### src/include/ddoc_map.vh
// Register offsets, field positions, reset values and timing counts of the DIMM option block
`ifndef DDOC_MAP_VH
`define DDOC_MAP_VH
`define DDOC_ADDR_W         4
`define DDOC_OFF_CFG_LOW    4'h0
`define DDOC_OFF_CFG_HIGH   4'h4
`define DDOC_OFF_STATUS     4'h8
`define DDOC_OFF_IRQ_MASK   4'hc
`define DDOC_BIT_INIT       0
`define DDOC_BIT_ODT_LO     4
`define DDOC_BIT_ODT_HI     5
`define DDOC_BIT_COMP_DIS   6
`define DDOC_BIT_WEAK       7
`define DDOC_BIT_PAR_EN     8
`define DDOC_BIT_FAST_SR    9
`define DDOC_BIT_HALF_BURST 10
`define DDOC_BIT_DUAL_W     11
`define DDOC_BIT_NARROW_LO  12
`define DDOC_BIT_NARROW_HI  15
`define DDOC_BIT_KIND       16
`define DDOC_BIT_GEN3       0
`define DDOC_CFG_LOW_RST    32'h0000_0000
`define DDOC_CFG_LOW_WMASK  32'h0000_fff0
`define DDOC_ST_PAR_ERR     0
`define DDOC_ST_INIT_DONE   1
`define DDOC_ST_ILLEGAL     2
`define DDOC_ST_W           3
`define DDOC_ADDR_CMD_W     24
`define DDOC_INIT_NS        1000
`define DDOC_CLK_NS         20
`define DDOC_INIT_CYC       ((`DDOC_INIT_NS + `DDOC_CLK_NS - 1) / `DDOC_CLK_NS)
`define DDOC_ODT_OFF        2'h0
`define DDOC_ODT_75         2'h1
`define DDOC_ODT_150        2'h2
`define DDOC_ODT_50         2'h3
`endif

### src/core/ddoc_top.v
// DIMM kind and DRAM option configuration register with init capture and parity
//
// Decided for this implementation: the register addresses and the strobed register port.
`timescale 1ns/10ps
`include "ddoc_map.vh"
module ddoc_top #(
  parameter       KIND_WRITABLE = 1,
  parameter [0:0] KIND_RESET    = 1'b1
) (
  input  wire                        core_clk_i,
  input  wire                        resetn_i,
  input  wire [`DDOC_ADDR_W-1:0]     reg_addr_i,
  input  wire [31:0]                 reg_wdata_i,
  input  wire                        reg_wr_i,
  input  wire                        reg_rd_i,
  output reg  [31:0]                 reg_rdata_o,
  input  wire [`DDOC_ADDR_CMD_W-1:0] addr_cmd_i,
  input  wire                        par_err_n_i,
  output wire                        addr_parity_out_o,
  output reg                         irq_o,
  output reg                         dimm_kind_plain_o,
  output reg  [3:0]                  narrow_device_flags_o,
  output reg                         dual_module_width_o,
  output reg  [3:0]                  burst_beats_o,
  output reg  [6:0]                  access_bytes_o,
  output reg                         init_busy_o,
  output reg  [15:0]                 emrs1_o,
  output reg  [15:0]                 emrs2_o
);
  reg        rst_meta;
  reg        rst_sync;
  reg [31:0] cfg_low;
  reg        gen3_mode_select;
  reg [`DDOC_ST_W-1:0] status;
  reg [`DDOC_ST_W-1:0] irq_mask;
  reg        err_meta;
  reg        err_sync;
  reg [9:0]  init_cnt;
  reg        init_busy;
  wire       wr_cfg;
  wire       init_cmd;
  wire [31:0] next_cfg_low;
  wire       par_err_evt;
  wire       init_done_evt;
  wire       illegal_evt;
  reg  [`DDOC_ST_W-1:0] next_status;
  reg  [31:0] next_rdata;
  wire       next_init_busy;
  wire [3:0] next_narrow;

  // Reset image carries the product strap for the kind bit
  localparam [9:0]  INIT_CYC_V    = `DDOC_INIT_CYC;
  localparam [31:0] CFG_LOW_RST_V = `DDOC_CFG_LOW_RST
                                    | ({31'h0, KIND_RESET} << `DDOC_BIT_KIND);

  // Merge writable bits; kind bit writable only when the product allows it
  function [31:0] ddoc_merge;
    input [31:0] old_v;
    input [31:0] new_v;
    begin
      ddoc_merge = (old_v & ~`DDOC_CFG_LOW_WMASK) | (new_v & `DDOC_CFG_LOW_WMASK);
      if (KIND_WRITABLE != 0) begin
        ddoc_merge[`DDOC_BIT_KIND] = new_v[`DDOC_BIT_KIND];
      end
    end
  endfunction

  // Both bits set together is the unsupported combination
  function ddoc_illegal;
    input [31:0] v;
    begin
      ddoc_illegal = v[`DDOC_BIT_HALF_BURST] & v[`DDOC_BIT_DUAL_W];
    end
  endfunction

  // Beats per access; width takes priority, half bursts mean nothing in gen3
  function [3:0] ddoc_beats;
    input [31:0] v;
    input        gen3;
    begin
      if (v[`DDOC_BIT_DUAL_W]) begin
        ddoc_beats = 4'h4;
      end else if (v[`DDOC_BIT_HALF_BURST] && !gen3) begin
        ddoc_beats = 4'h4;
      end else begin
        ddoc_beats = 4'h8;
      end
    end
  endfunction

  // Bytes per access: 32 only for half bursts on a single module width
  function [6:0] ddoc_bytes;
    input [31:0] v;
    input        gen3;
    begin
      if (v[`DDOC_BIT_HALF_BURST] && !v[`DDOC_BIT_DUAL_W] && !gen3) begin
        ddoc_bytes = 7'h20;
      end else begin
        ddoc_bytes = 7'h40;
      end
    end
  endfunction

  // Reset release is synchronised; assertion stays asynchronous
  always @(posedge core_clk_i or negedge resetn_i) begin
    if (!resetn_i) begin
      rst_meta <= 1'b0;
      rst_sync <= 1'b0;
    end else begin
      rst_meta <= 1'b1;
      rst_sync <= rst_meta;
    end
  end

  assign wr_cfg       = reg_wr_i & (reg_addr_i == `DDOC_OFF_CFG_LOW);
  assign init_cmd     = wr_cfg & reg_wdata_i[`DDOC_BIT_INIT];
  assign next_cfg_low = wr_cfg ? ddoc_merge(cfg_low, reg_wdata_i) : cfg_low;
  assign illegal_evt  = wr_cfg & ddoc_illegal(reg_wdata_i);
  // Parity errors only matter with parity on and registered DIMMs
  assign par_err_evt  = cfg_low[`DDOC_BIT_PAR_EN] & ~cfg_low[`DDOC_BIT_KIND]
                        & ~err_sync;
  assign init_done_evt = init_busy & (init_cnt == 10'h001);

  // Busy output tracks the timer exactly, falling with the last counted cycle
  assign next_init_busy = (init_cmd && !init_busy) ? 1'b1 :
                          init_busy ? (init_cnt != 10'h001) :
                          1'b0;

  // One x4 flag per logical DIMM, DIMM 0 in the lowest position
  genvar gi;
  generate
    for (gi = 0; gi < 4; gi = gi + 1) begin : g_narrow
      assign next_narrow[gi] = next_cfg_low[`DDOC_BIT_NARROW_LO + gi];
    end
  endgenerate

  always @(posedge core_clk_i or negedge rst_sync) begin
    if (!rst_sync) begin
      cfg_low <= CFG_LOW_RST_V;
    end else if (!rst_meta) begin
      cfg_low <= CFG_LOW_RST_V;
    end else begin
      cfg_low <= next_cfg_low;
    end
  end

  always @(posedge core_clk_i or negedge rst_sync) begin
    if (!rst_sync) begin
      gen3_mode_select <= 1'b0;
      irq_mask         <= {`DDOC_ST_W{1'b0}};
    end else if (reg_wr_i) begin
      if (reg_addr_i == `DDOC_OFF_CFG_HIGH) begin
        gen3_mode_select <= reg_wdata_i[`DDOC_BIT_GEN3];
      end
      if (reg_addr_i == `DDOC_OFF_IRQ_MASK) begin
        irq_mask <= reg_wdata_i[`DDOC_ST_W-1:0];
      end
    end
  end

  // Error pin is read only through the second flop
  always @(posedge core_clk_i or negedge rst_sync) begin
    if (!rst_sync) begin
      err_meta <= 1'b1;
      err_sync <= 1'b1;
    end else begin
      err_meta <= par_err_n_i;
      err_sync <= err_meta;
    end
  end

  // Init sequence timer; the captured fields come from this write
  always @(posedge core_clk_i or negedge rst_sync) begin
    if (!rst_sync) begin
      init_busy <= 1'b0;
      init_cnt  <= 10'h000;
    end else if (init_cmd && !init_busy) begin
      init_busy <= 1'b1;
      init_cnt  <= INIT_CYC_V;
    end else if (init_busy) begin
      init_cnt  <= init_cnt - 10'h001;
      if (init_cnt == 10'h001) begin
        init_busy <= 1'b0;
      end
    end
  end

  // Sticky status: set wins over write-one-to-clear
  always @* begin
    next_status = status;
    if (reg_wr_i && (reg_addr_i == `DDOC_OFF_STATUS)) begin
      next_status = status & ~reg_wdata_i[`DDOC_ST_W-1:0];
    end
    if (par_err_evt) begin
      next_status[`DDOC_ST_PAR_ERR] = 1'b1;
    end
    if (init_done_evt) begin
      next_status[`DDOC_ST_INIT_DONE] = 1'b1;
    end
    if (illegal_evt) begin
      next_status[`DDOC_ST_ILLEGAL] = 1'b1;
    end
  end

  always @(posedge core_clk_i or negedge rst_sync) begin
    if (!rst_sync) begin
      status <= {`DDOC_ST_W{1'b0}};
      irq_o  <= 1'b0;
    end else begin
      status <= next_status;
      irq_o  <= |(next_status & irq_mask);
    end
  end

  // Unmapped offsets read as zero
  always @* begin
    next_rdata = 32'h0000_0000;
    case (reg_addr_i)
      `DDOC_OFF_CFG_LOW: begin
        next_rdata = {cfg_low[31:1], init_busy};
      end
      `DDOC_OFF_CFG_HIGH: begin
        next_rdata[`DDOC_BIT_GEN3] = gen3_mode_select;
      end
      `DDOC_OFF_STATUS: begin
        next_rdata[`DDOC_ST_W-1:0] = status;
      end
      `DDOC_OFF_IRQ_MASK: begin
        next_rdata[`DDOC_ST_W-1:0] = irq_mask;
      end
      default: begin
        next_rdata = 32'h0000_0000;
      end
    endcase
  end

  always @(posedge core_clk_i or negedge rst_sync) begin
    if (!rst_sync) begin
      reg_rdata_o <= 32'h0000_0000;
    end else if (reg_rd_i) begin
      reg_rdata_o <= next_rdata;
    end else begin
      reg_rdata_o <= 32'h0000_0000;
    end
  end

  // Decoded configuration outputs, refreshed from the latest value
  always @(posedge core_clk_i or negedge rst_sync) begin
    if (!rst_sync) begin
      dimm_kind_plain_o     <= KIND_RESET;
      narrow_device_flags_o <= 4'h0;
      dual_module_width_o   <= 1'b0;
      burst_beats_o         <= 4'h8;
      access_bytes_o        <= 7'h40;
      init_busy_o           <= 1'b0;
      emrs1_o               <= 16'h0000;
      emrs2_o               <= 16'h0000;
    end else begin
      dimm_kind_plain_o     <= next_cfg_low[`DDOC_BIT_KIND];
      narrow_device_flags_o <= next_narrow;
      dual_module_width_o   <= next_cfg_low[`DDOC_BIT_DUAL_W];
      init_busy_o           <= next_init_busy;
      // Burst shape follows the latest width, burst and generation settings
      burst_beats_o         <= ddoc_beats(next_cfg_low, gen3_mode_select);
      access_bytes_o        <= ddoc_bytes(next_cfg_low, gen3_mode_select);
      // EMRS images latched at the init command from the same write, or zeroed in gen3 mode
      if (init_cmd && !init_busy) begin
        if (gen3_mode_select) begin
          emrs1_o <= 16'h0000;
          emrs2_o <= 16'h0000;
        end else begin
          emrs1_o <= {5'h00, next_cfg_low[`DDOC_BIT_COMP_DIS], 3'h0,
                      next_cfg_low[`DDOC_BIT_ODT_HI], 3'h0,
                      next_cfg_low[`DDOC_BIT_ODT_LO], 1'b0,
                      next_cfg_low[`DDOC_BIT_WEAK]};
          emrs2_o <= {8'h00, next_cfg_low[`DDOC_BIT_FAST_SR], 7'h00};
        end
      end
    end
  end

  // Parity is only driven toward registered DIMMs
  ddoc_parity i_ddoc_parity (
    .clk_i      (core_clk_i),
    .rst_n_i    (rst_sync),
    .enable_i   (cfg_low[`DDOC_BIT_PAR_EN] & ~cfg_low[`DDOC_BIT_KIND]),
    .addr_cmd_i (addr_cmd_i),
    .parity_o   (addr_parity_out_o)
  );
endmodule

### src/core/ddoc_parity.v
// Even address/command parity generator with registered output
`timescale 1ns/10ps
`include "ddoc_map.vh"
module ddoc_parity (
  input  wire                          clk_i,
  input  wire                          rst_n_i,
  input  wire                          enable_i,
  input  wire [`DDOC_ADDR_CMD_W-1:0]   addr_cmd_i,
  output reg                           parity_o
);
  // Output matches the address/command registered on the same edge
  always @(posedge clk_i or negedge rst_n_i) begin
    if (!rst_n_i) begin
      parity_o <= 1'b0;
    end else begin
      parity_o <= enable_i & (^addr_cmd_i);
    end
  end
endmodule

### config.mk
export PLATFORM = sky130hd
export DESIGN_NAME = ddoc_top
export DESIGN_NICKNAME = d
export VERILOG_FILES = /design/src/core/ddoc_top.v /design/src/core/ddoc_parity.v
export VERILOG_INCLUDE_DIRS = /design/src /design/src/include
export SDC_FILE = /design/constraint.sdc
export NUM_CORES = 1
export LEC_CHECK = 0
export BUFFER_PORTS_ARGS = -buffer_cell sky130_fd_sc_hd__buf_2
export CORE_ASPECT_RATIO = 0.7
export CORE_MARGIN = 1.5
export CORE_UTILIZATION = 35
export CTS_CLUSTER_DIAMETER = 40
export DETAILED_ROUTE_END_ITERATION = 8
export PLACE_DENSITY = 0.62
export SLEW_MARGIN = 10
export SYNTH_ARGS = -nofsm -noshare
export SYNTH_HDL_FRONTEND = slang
export SYNTH_SLANG_ARGS = --single-unit
### constraint.sdc
create_clock -name core_clk_i -period 4 [get_ports core_clk_i]
set_clock_uncertainty 0.05 [all_clocks]
set_input_delay 0.4 -clock core_clk_i [delete_from_list [all_inputs] [get_ports core_clk_i]]
set_output_delay 0.4 -clock core_clk_i [all_outputs]
set_load 0.05 [all_outputs]
== Word-level counts from Yosys, hierarchy flattened ==
Index checks and enable logic that the tools add are counted.
Storage, ports and cells
  flip-flop bits (word level): 138
  output and inout port bits: 84
  input bits: 65
  word-level logic and storage cells: 79
Cells by class
  reductions and logical operators: 14
  multiplexer cells: 22
  $add $sub $neg: 1
  equality and inequality tests: 6
  bitwise operators: 14
Operator list (number)
  2-to-1 mux 32 bit: 3
  OR 32 x 16 -> 32 bit: 1
  2-to-1 mux 29 bit: 1
  parity 24 bit: 1
  2-to-1 mux 10 bit: 2
  2-to-1 mux 11 bit: 1
  == test 10 x 1 -> 1 bit (second input constant): 1
  != test 10 x 1 -> 1 bit (second input constant): 1
  subtractor 10 x 1 -> 10 bit (second input constant): 1
  AND 1 bit: 8
  == test 4 bit (second input constant): 2
  2-to-1 mux 1 bit: 8
  2-to-1 mux 4 bit: 2
  2-to-1 mux 8 bit: 1
  2-to-1 mux 7 bit: 1
  AND 3 bit: 2
  one-hot mux 2 bit (3 select lines): 1
  logical AND 1 bit: 5
  == test 4 x 3 -> 1 bit (second input constant): 1
  logical NOT 4 bit: 1
  one-hot mux 1 bit (4 select lines): 1
  AND reduction 2 bit: 2
  logical NOT 1 bit: 3
  2-to-1 mux 3 bit: 1
  other kinds (5): 6

== Logic depth before layout (Yosys ltp) ==
  depth in word-level cells: 7
  depth in mapped cells: 8
  mapped depth without buffers: 6

== Modules after synthesis ==
A second synthesis with hierarchy kept.
Unflattened totals
  cell total of the unflattened synthesis: 296
  area, all modules: 3295.7 µm²
By module, submodules not included
  ddoc_top: sequential area each 1709.1 µm², area each 3057.9 µm², times used 1, cells an instance 272
  ddoc_parity: sequential area each 25.0 µm², area each 237.7 µm², times used 1, cells an instance 24

== Worst setup path before layout ==
Ideal clock, no wire load.
  kind: register -> register
  from: register init_busy
  to: register init_cnt[9]
  data required time: 3.814 ns
  setup time: 0.136 ns
  stages on the path, launching flop included: 6
  path slack: 2.205 ns
  data arrival time: 1.609 ns
  clock period less this slack: 1.795 ns
  buffers on the path: 1
  path through: dfrtp_1 -> clkbuf_1 -> nor2b_1 -> nand3_1 -> o311ai_1 -> o41ai_1
On the way
  cells in the longest elaborated chain, start to end: 3
  elaborated cells on any way between the ends: 4
Ends and longest elaborated chain
  from (decl): RTL line ddoc_top.v:39  | reg init_busy;
  from (signal assigned): RTL line ddoc_top.v:175  | init_busy <= 1'b0;
  from (signal assigned): RTL line ddoc_top.v:178  | init_busy <= 1'b1;
  from (signal assigned): RTL line ddoc_top.v:183  | init_busy <= 1'b0;
  logical NOT 1 bit: RTL line ddoc_top.v:177  | end else if (init_cmd && !init_busy) begin
  logical AND 1 bit: RTL line ddoc_top.v:177
  2-to-1 mux 10 bit / nonzero test 2 bit (equally long branches)
  to (signal assigned): RTL line ddoc_top.v:181  | init_cnt <= init_cnt - 10'h001;
  to (decl): RTL line ddoc_top.v:38  | reg [9:0] init_cnt;
Parallel ways exist; a longest one is shown, timed or not.
A chain may end at the register's enable or synchronous reset.

== Worst setup path after layout ==
  from: input port reg_addr_i[1]
  to: register access_bytes_o[6]
On the way
  cells in the longest elaborated chain, start to end: 7
Ends and longest elaborated chain
  from (decl): RTL line ddoc_top.v:12  | input wire [`DDOC_ADDR_W-1:0] reg_addr_i,
  logical NOT 4 bit
  AND 1 bit: RTL line ddoc_top.v:115  | assign wr_cfg = reg_wr_i & (reg_addr_i == `DDOC_OFF_CFG_LOW);
  2-to-1 mux 32 bit: RTL line ddoc_top.v:117  | assign next_cfg_low = wr_cfg ? ddoc_merge(cfg_low, reg_wdata_i) : cfg_low;
  via next_cfg_low[11]: RTL line ddoc_top.v:42  | wire [31:0] next_cfg_low;
  logical NOT 1 bit: RTL line ddoc_top.v:96  | if (v[`DDOC_BIT_HALF_BURST] && !v[`DDOC_BIT_DUAL_W] && !gen3) begin
  logical AND 1 bit (2 in a row): RTL line ddoc_top.v:96
  2-to-1 mux 7 bit: RTL line ddoc_top.v:96
  to (signal assigned): RTL line ddoc_top.v:265  | access_bytes_o <= ddoc_bytes(next_cfg_low, gen3_mode_select);
  to (decl): RTL line ddoc_top.v:25  | output reg [6:0] access_bytes_o,
The timed path passes the listed nets, and every way through them passes these cells. The select of a mux whose other input is x is not followed.

==> impl_summary.txt <==
----------------------------------------------------
[CTS]
  Clock buffers created by TritonCTS ... 9
  H-tree levels ... 3
  Number of hold buffers added after CTS ... 1
  Clock slew seen by the registers of the worst setup and hold paths ... 0.05 ns
  Buffer levels on the longest clock path ... 2
  # Post-CTS Setup Buffers ... 0
  Post-CTS sizing ... 0
  TritonCTS clock tree ... done
  Worst-Skew Late Latency ... 0.33 ns
  Library cell used as clock root buffer ... clkbuf_16
  Sink Count ... 69

[STA]
  Count of endpoints failing setup in the final report ... 0
  Max-Slew Margin vs Limit ... 29.82%
  Maximum frequency from static timing analysis ... 0.4624 GHz
  Unrepaired setup endpoints after global routing ... false
  Setup TNS ... 0 ns
  Final critical-path required period ... 2.162 ns
  Number of pins with negative max-slew slack in the final report ... 0
  Worst slew pin tran ... 1.053 ns
  Final period util ... 54.06%
  Setup slack after layout ... around 1.8 ns
  Final-report hold violation count ... 0

[Logic synthesis]
  Top cells by count, synth ... dfrtp_1 (63), buf_4 (51), nand2_1 (36), xnor2_1 (20), and2_1 (16)
  Unique cell type count in the Yosys netlist ... 45
  Post-synthesis sequential element count ... 69
  Average instance area after synthesis ... around 11 sq um
  Portion of the post-synthesis area used by sequential elements ... 52.72%
  Ys Warns ... 0
  Most instantiated flip-flop cell in the synthesis netlist ... dfrtp_1
  Cell taking the most area after synthesis ... dfrtp_1
  Netlist area before placement ... roughly 3300 sq um
  Top cells by area in the synthesized netlist ... dfrtp_1 (48%), buf_4 (12%), xnor2_1 (5.3%), dfstp_2 (4.8%), nand2_1 (4.1%)
  Gate count after technology mapping ... roughly 300
  Number of synthesized flops with an enable pin ... 0
  Fraction of post-synthesis cell area in the top cell type by area ... 47.93%
  Share of flip-flops with an asynchronous set or reset after synthesis ... between 90% and 100%
  Most frequent cell after synthesis ... dfrtp_1

[GRT]
  Initial antenna violation count ... 0
  Routing layer with the top usage in global route ... met2
  Via count of the first global-routing pass ... 2140
  Residual overflow from global routing ... 0
  Overall track demand over capacity in global routing ... 14.53%
  Met2 Track Usage GR ... 21.56%
  Maximum number of pins on one net before global-route repair ... 51
  Met1 global-route usage ... between 10% and 20%
  Met3 track utilization from global routing ... 5.328%
  Global-route wire length before repair ... about 11000 microns

[Worst setup path]
  R2r setup slk ... 2.27 ns
  Critical path data required time ... 4.21 ns
  Reg-to-reg startpoint ... init_cnt[1]
  Critical path endpoint category ... flop
  Terminus of the critical flop-to-flop path ... irq_o
  Type of the worst setup path ... primary input to flop
  Worst-path fanout max ... 15
  Startpoint of the worst setup timing path ... reg_addr_i[1]
  Worst path arrival time ... 2.37 ns
  Depth of the worst register-to-register path ... 6
  Kind of start point of the critical path ... primary input

[Power]
  Portion of total power attributed to the clock network ... ~38%
  Int Pwr ... 1.489 mW
  Maximum vdd drop ... about 0.2 mV
  Fraction of power consumed by sequential logic ... approximately 41%
  Power density relative to cell area ... 545.0 nW/um^2
  Net Switching ... between 600 and 700 uW
  Total power draw ... 2.160 mW
  Switching fraction of total power ... between 30 and 40%
  Portion of total power attributed to combinational logic ... a little over a fifth
  Leakage dissipation ... between 2 and 2.5 nW

[Place]
  Worst slack, placed ... 1.441 ns
  Half-perimeter wire length after detailed placement ... 5031 microns
  DP Area ... 3646 sq um
  Count of input and output buffers ... 98
  RePlAce Congestion ... 0.7993

[Die]
  Width of the chip ... around 120 microns
  Row count ... 29
  Placeable core region ... just over 9000 sq um
  Full die area ... 9998 sq um
  Initial Utilization ... 36.12%
  Die Span Y ... 84.11 microns
  Ports ... 149

[Finish]
  Number of inserted diodes ... 0
  Nets ... between 400 and 500
  Area of the multi-input gates ... ~1200 sq um
  Total non-filler cell area in the finished layout ... 3963 sq um
  Share of post-route cells with drive strength above 1 ... a little over a third
  Utilization after layout ... roughly 44%
  Flip-flop and latch area ... 1735 sq um
  Layout filler cell count ... slightly below 900
  Area Growth Syn to Fin ... 20.46%

[Worst hold path]
  Hold Crit Start ... par_err_n_i
  Hold Crit Depth ... 1
  Worst hold path type ... primary input to flop
  Hold-critical path endpoint ... err_meta

[Drt]
  Post-detailed-route count of antenna-violating nets ... 0
  DR vias/cell ... 4.311
  Via count ... 2203
  Number of DRC violations after detailed-routing iteration 0 ... 106
  Total DRC errors in the routed layout ... 0
  Pre-Repair DR Iteration Count ... 4
  Drt total wl ... 6813 microns
  Per-cell routed wire length ... 13.33 microns

[Outcome]
  Status ... complete, no violations

[Job]
  Max-cap violations ... 0

----------------------------------------------------
==> cell usage in the layout (no fill, tap or decap), types with 4 or more instances in the layout <==
master	n
inv_1	5
o21ai_1	7
buf_2	98
conb_1	36
clkbuf_16	9
dfrtp_1	62
and2_1	16
mux2_2	5
dfstp_2	6
nor2_1	9
a21oi_1	10
xnor2_1	20
nand3_1	10
nand2_1	36
xor2_1	4
nand2b_1	6
==> power by group through the flow <==
| stage | logic [mW] | registers (mW) | clock network [mW] |
|---|---|---|---|
| finish | 0.468 | 0.877 | 0.815 |
| global route | 0.506 | 0.893 | 0.871 |
| CTS | 0.472 | 0.878 | 0.833 |
| detailed placement | 0.468 | 0.889 | 0 |
| global placement | 0.461 | 0.886 | 0 |
| floorplan | 0.347 | 0.933 | 0 |
==> stage by stage <==
| stage | std cells | hold WS [ns] |
|---|---|---|
| final | 511 | 0.1314 |
| after global routing | 511 | 0.1221 |
| after CTS | 511 | 0.1250 |
| after detailed placement | 495 | 0.1466 |
| after global placement | 495 | 0.1397 |
| after floorplan | 330 | 0.05441 |
==> flip-flops by register name, indices dropped and copies added (netlist names), 2 cells and up <==
name / count
emrs1_o: 4
access_bytes_o: 2
cfg_low: 13
irq_mask: 3
init_cnt: 10
status: 3
narrow_device_flags_o: 4
burst_beats_o: 2
reg_rdata_o: 17
==> worst max path at each step <==
stage                        end  slack, ns  depth (start not counted)
3_5_place_dp    burst_beats_o[2]       1.44                          5
4_1_cts         burst_beats_o[2]       1.80                          5
3_3_place_gp    burst_beats_o[2]       1.46                          5
2_1_floorplan  access_bytes_o[5]       1.90                          0
6_report       access_bytes_o[6]       1.84                          7
5_1_grt         burst_beats_o[2]       1.66                          5
==> cell type report <==
cell class	instances	share of cell area [%]
sequential	69	43.80
clock inverter	5	1.958
multi-input combinational	195	30.98
inverter	8	0.7578
clock buffer	10	5.778
tap	124	3.915
timing repair buffer	100	12.82
==> kinds of logic after synthesis <==
group | Yosys count | synth area share [%]
buf+inv | 66 | 13.85
xor+xnor | 25 | 7.075
compound gates | 30 | 5.896
other cells | 2 | 0.2283
mux | 10 | 3.727
fa+ha+maj | 2 | 0.7606
flops | 69 | 52.72
simple gates | 92 | 15.75
==> routing by layer <==
metal  routed length, microns  vias to the layer above
met3                      613                        5
met4                       59                        0
met2                     2942                      110
met5                        0                        -
li1                         -                     1061
met1                     3198                     1027
==> worst max-delay path, stage by stage <==
cell	delay [ns]
buf_2	0.12
nor3b_4	0.37
and2_1	0.65
mux2i_2	0.48
inv_2	0.10
nor3_4	0.19
inv_2	0.04
Note: power is estimated with default switching activity, not from simulation.
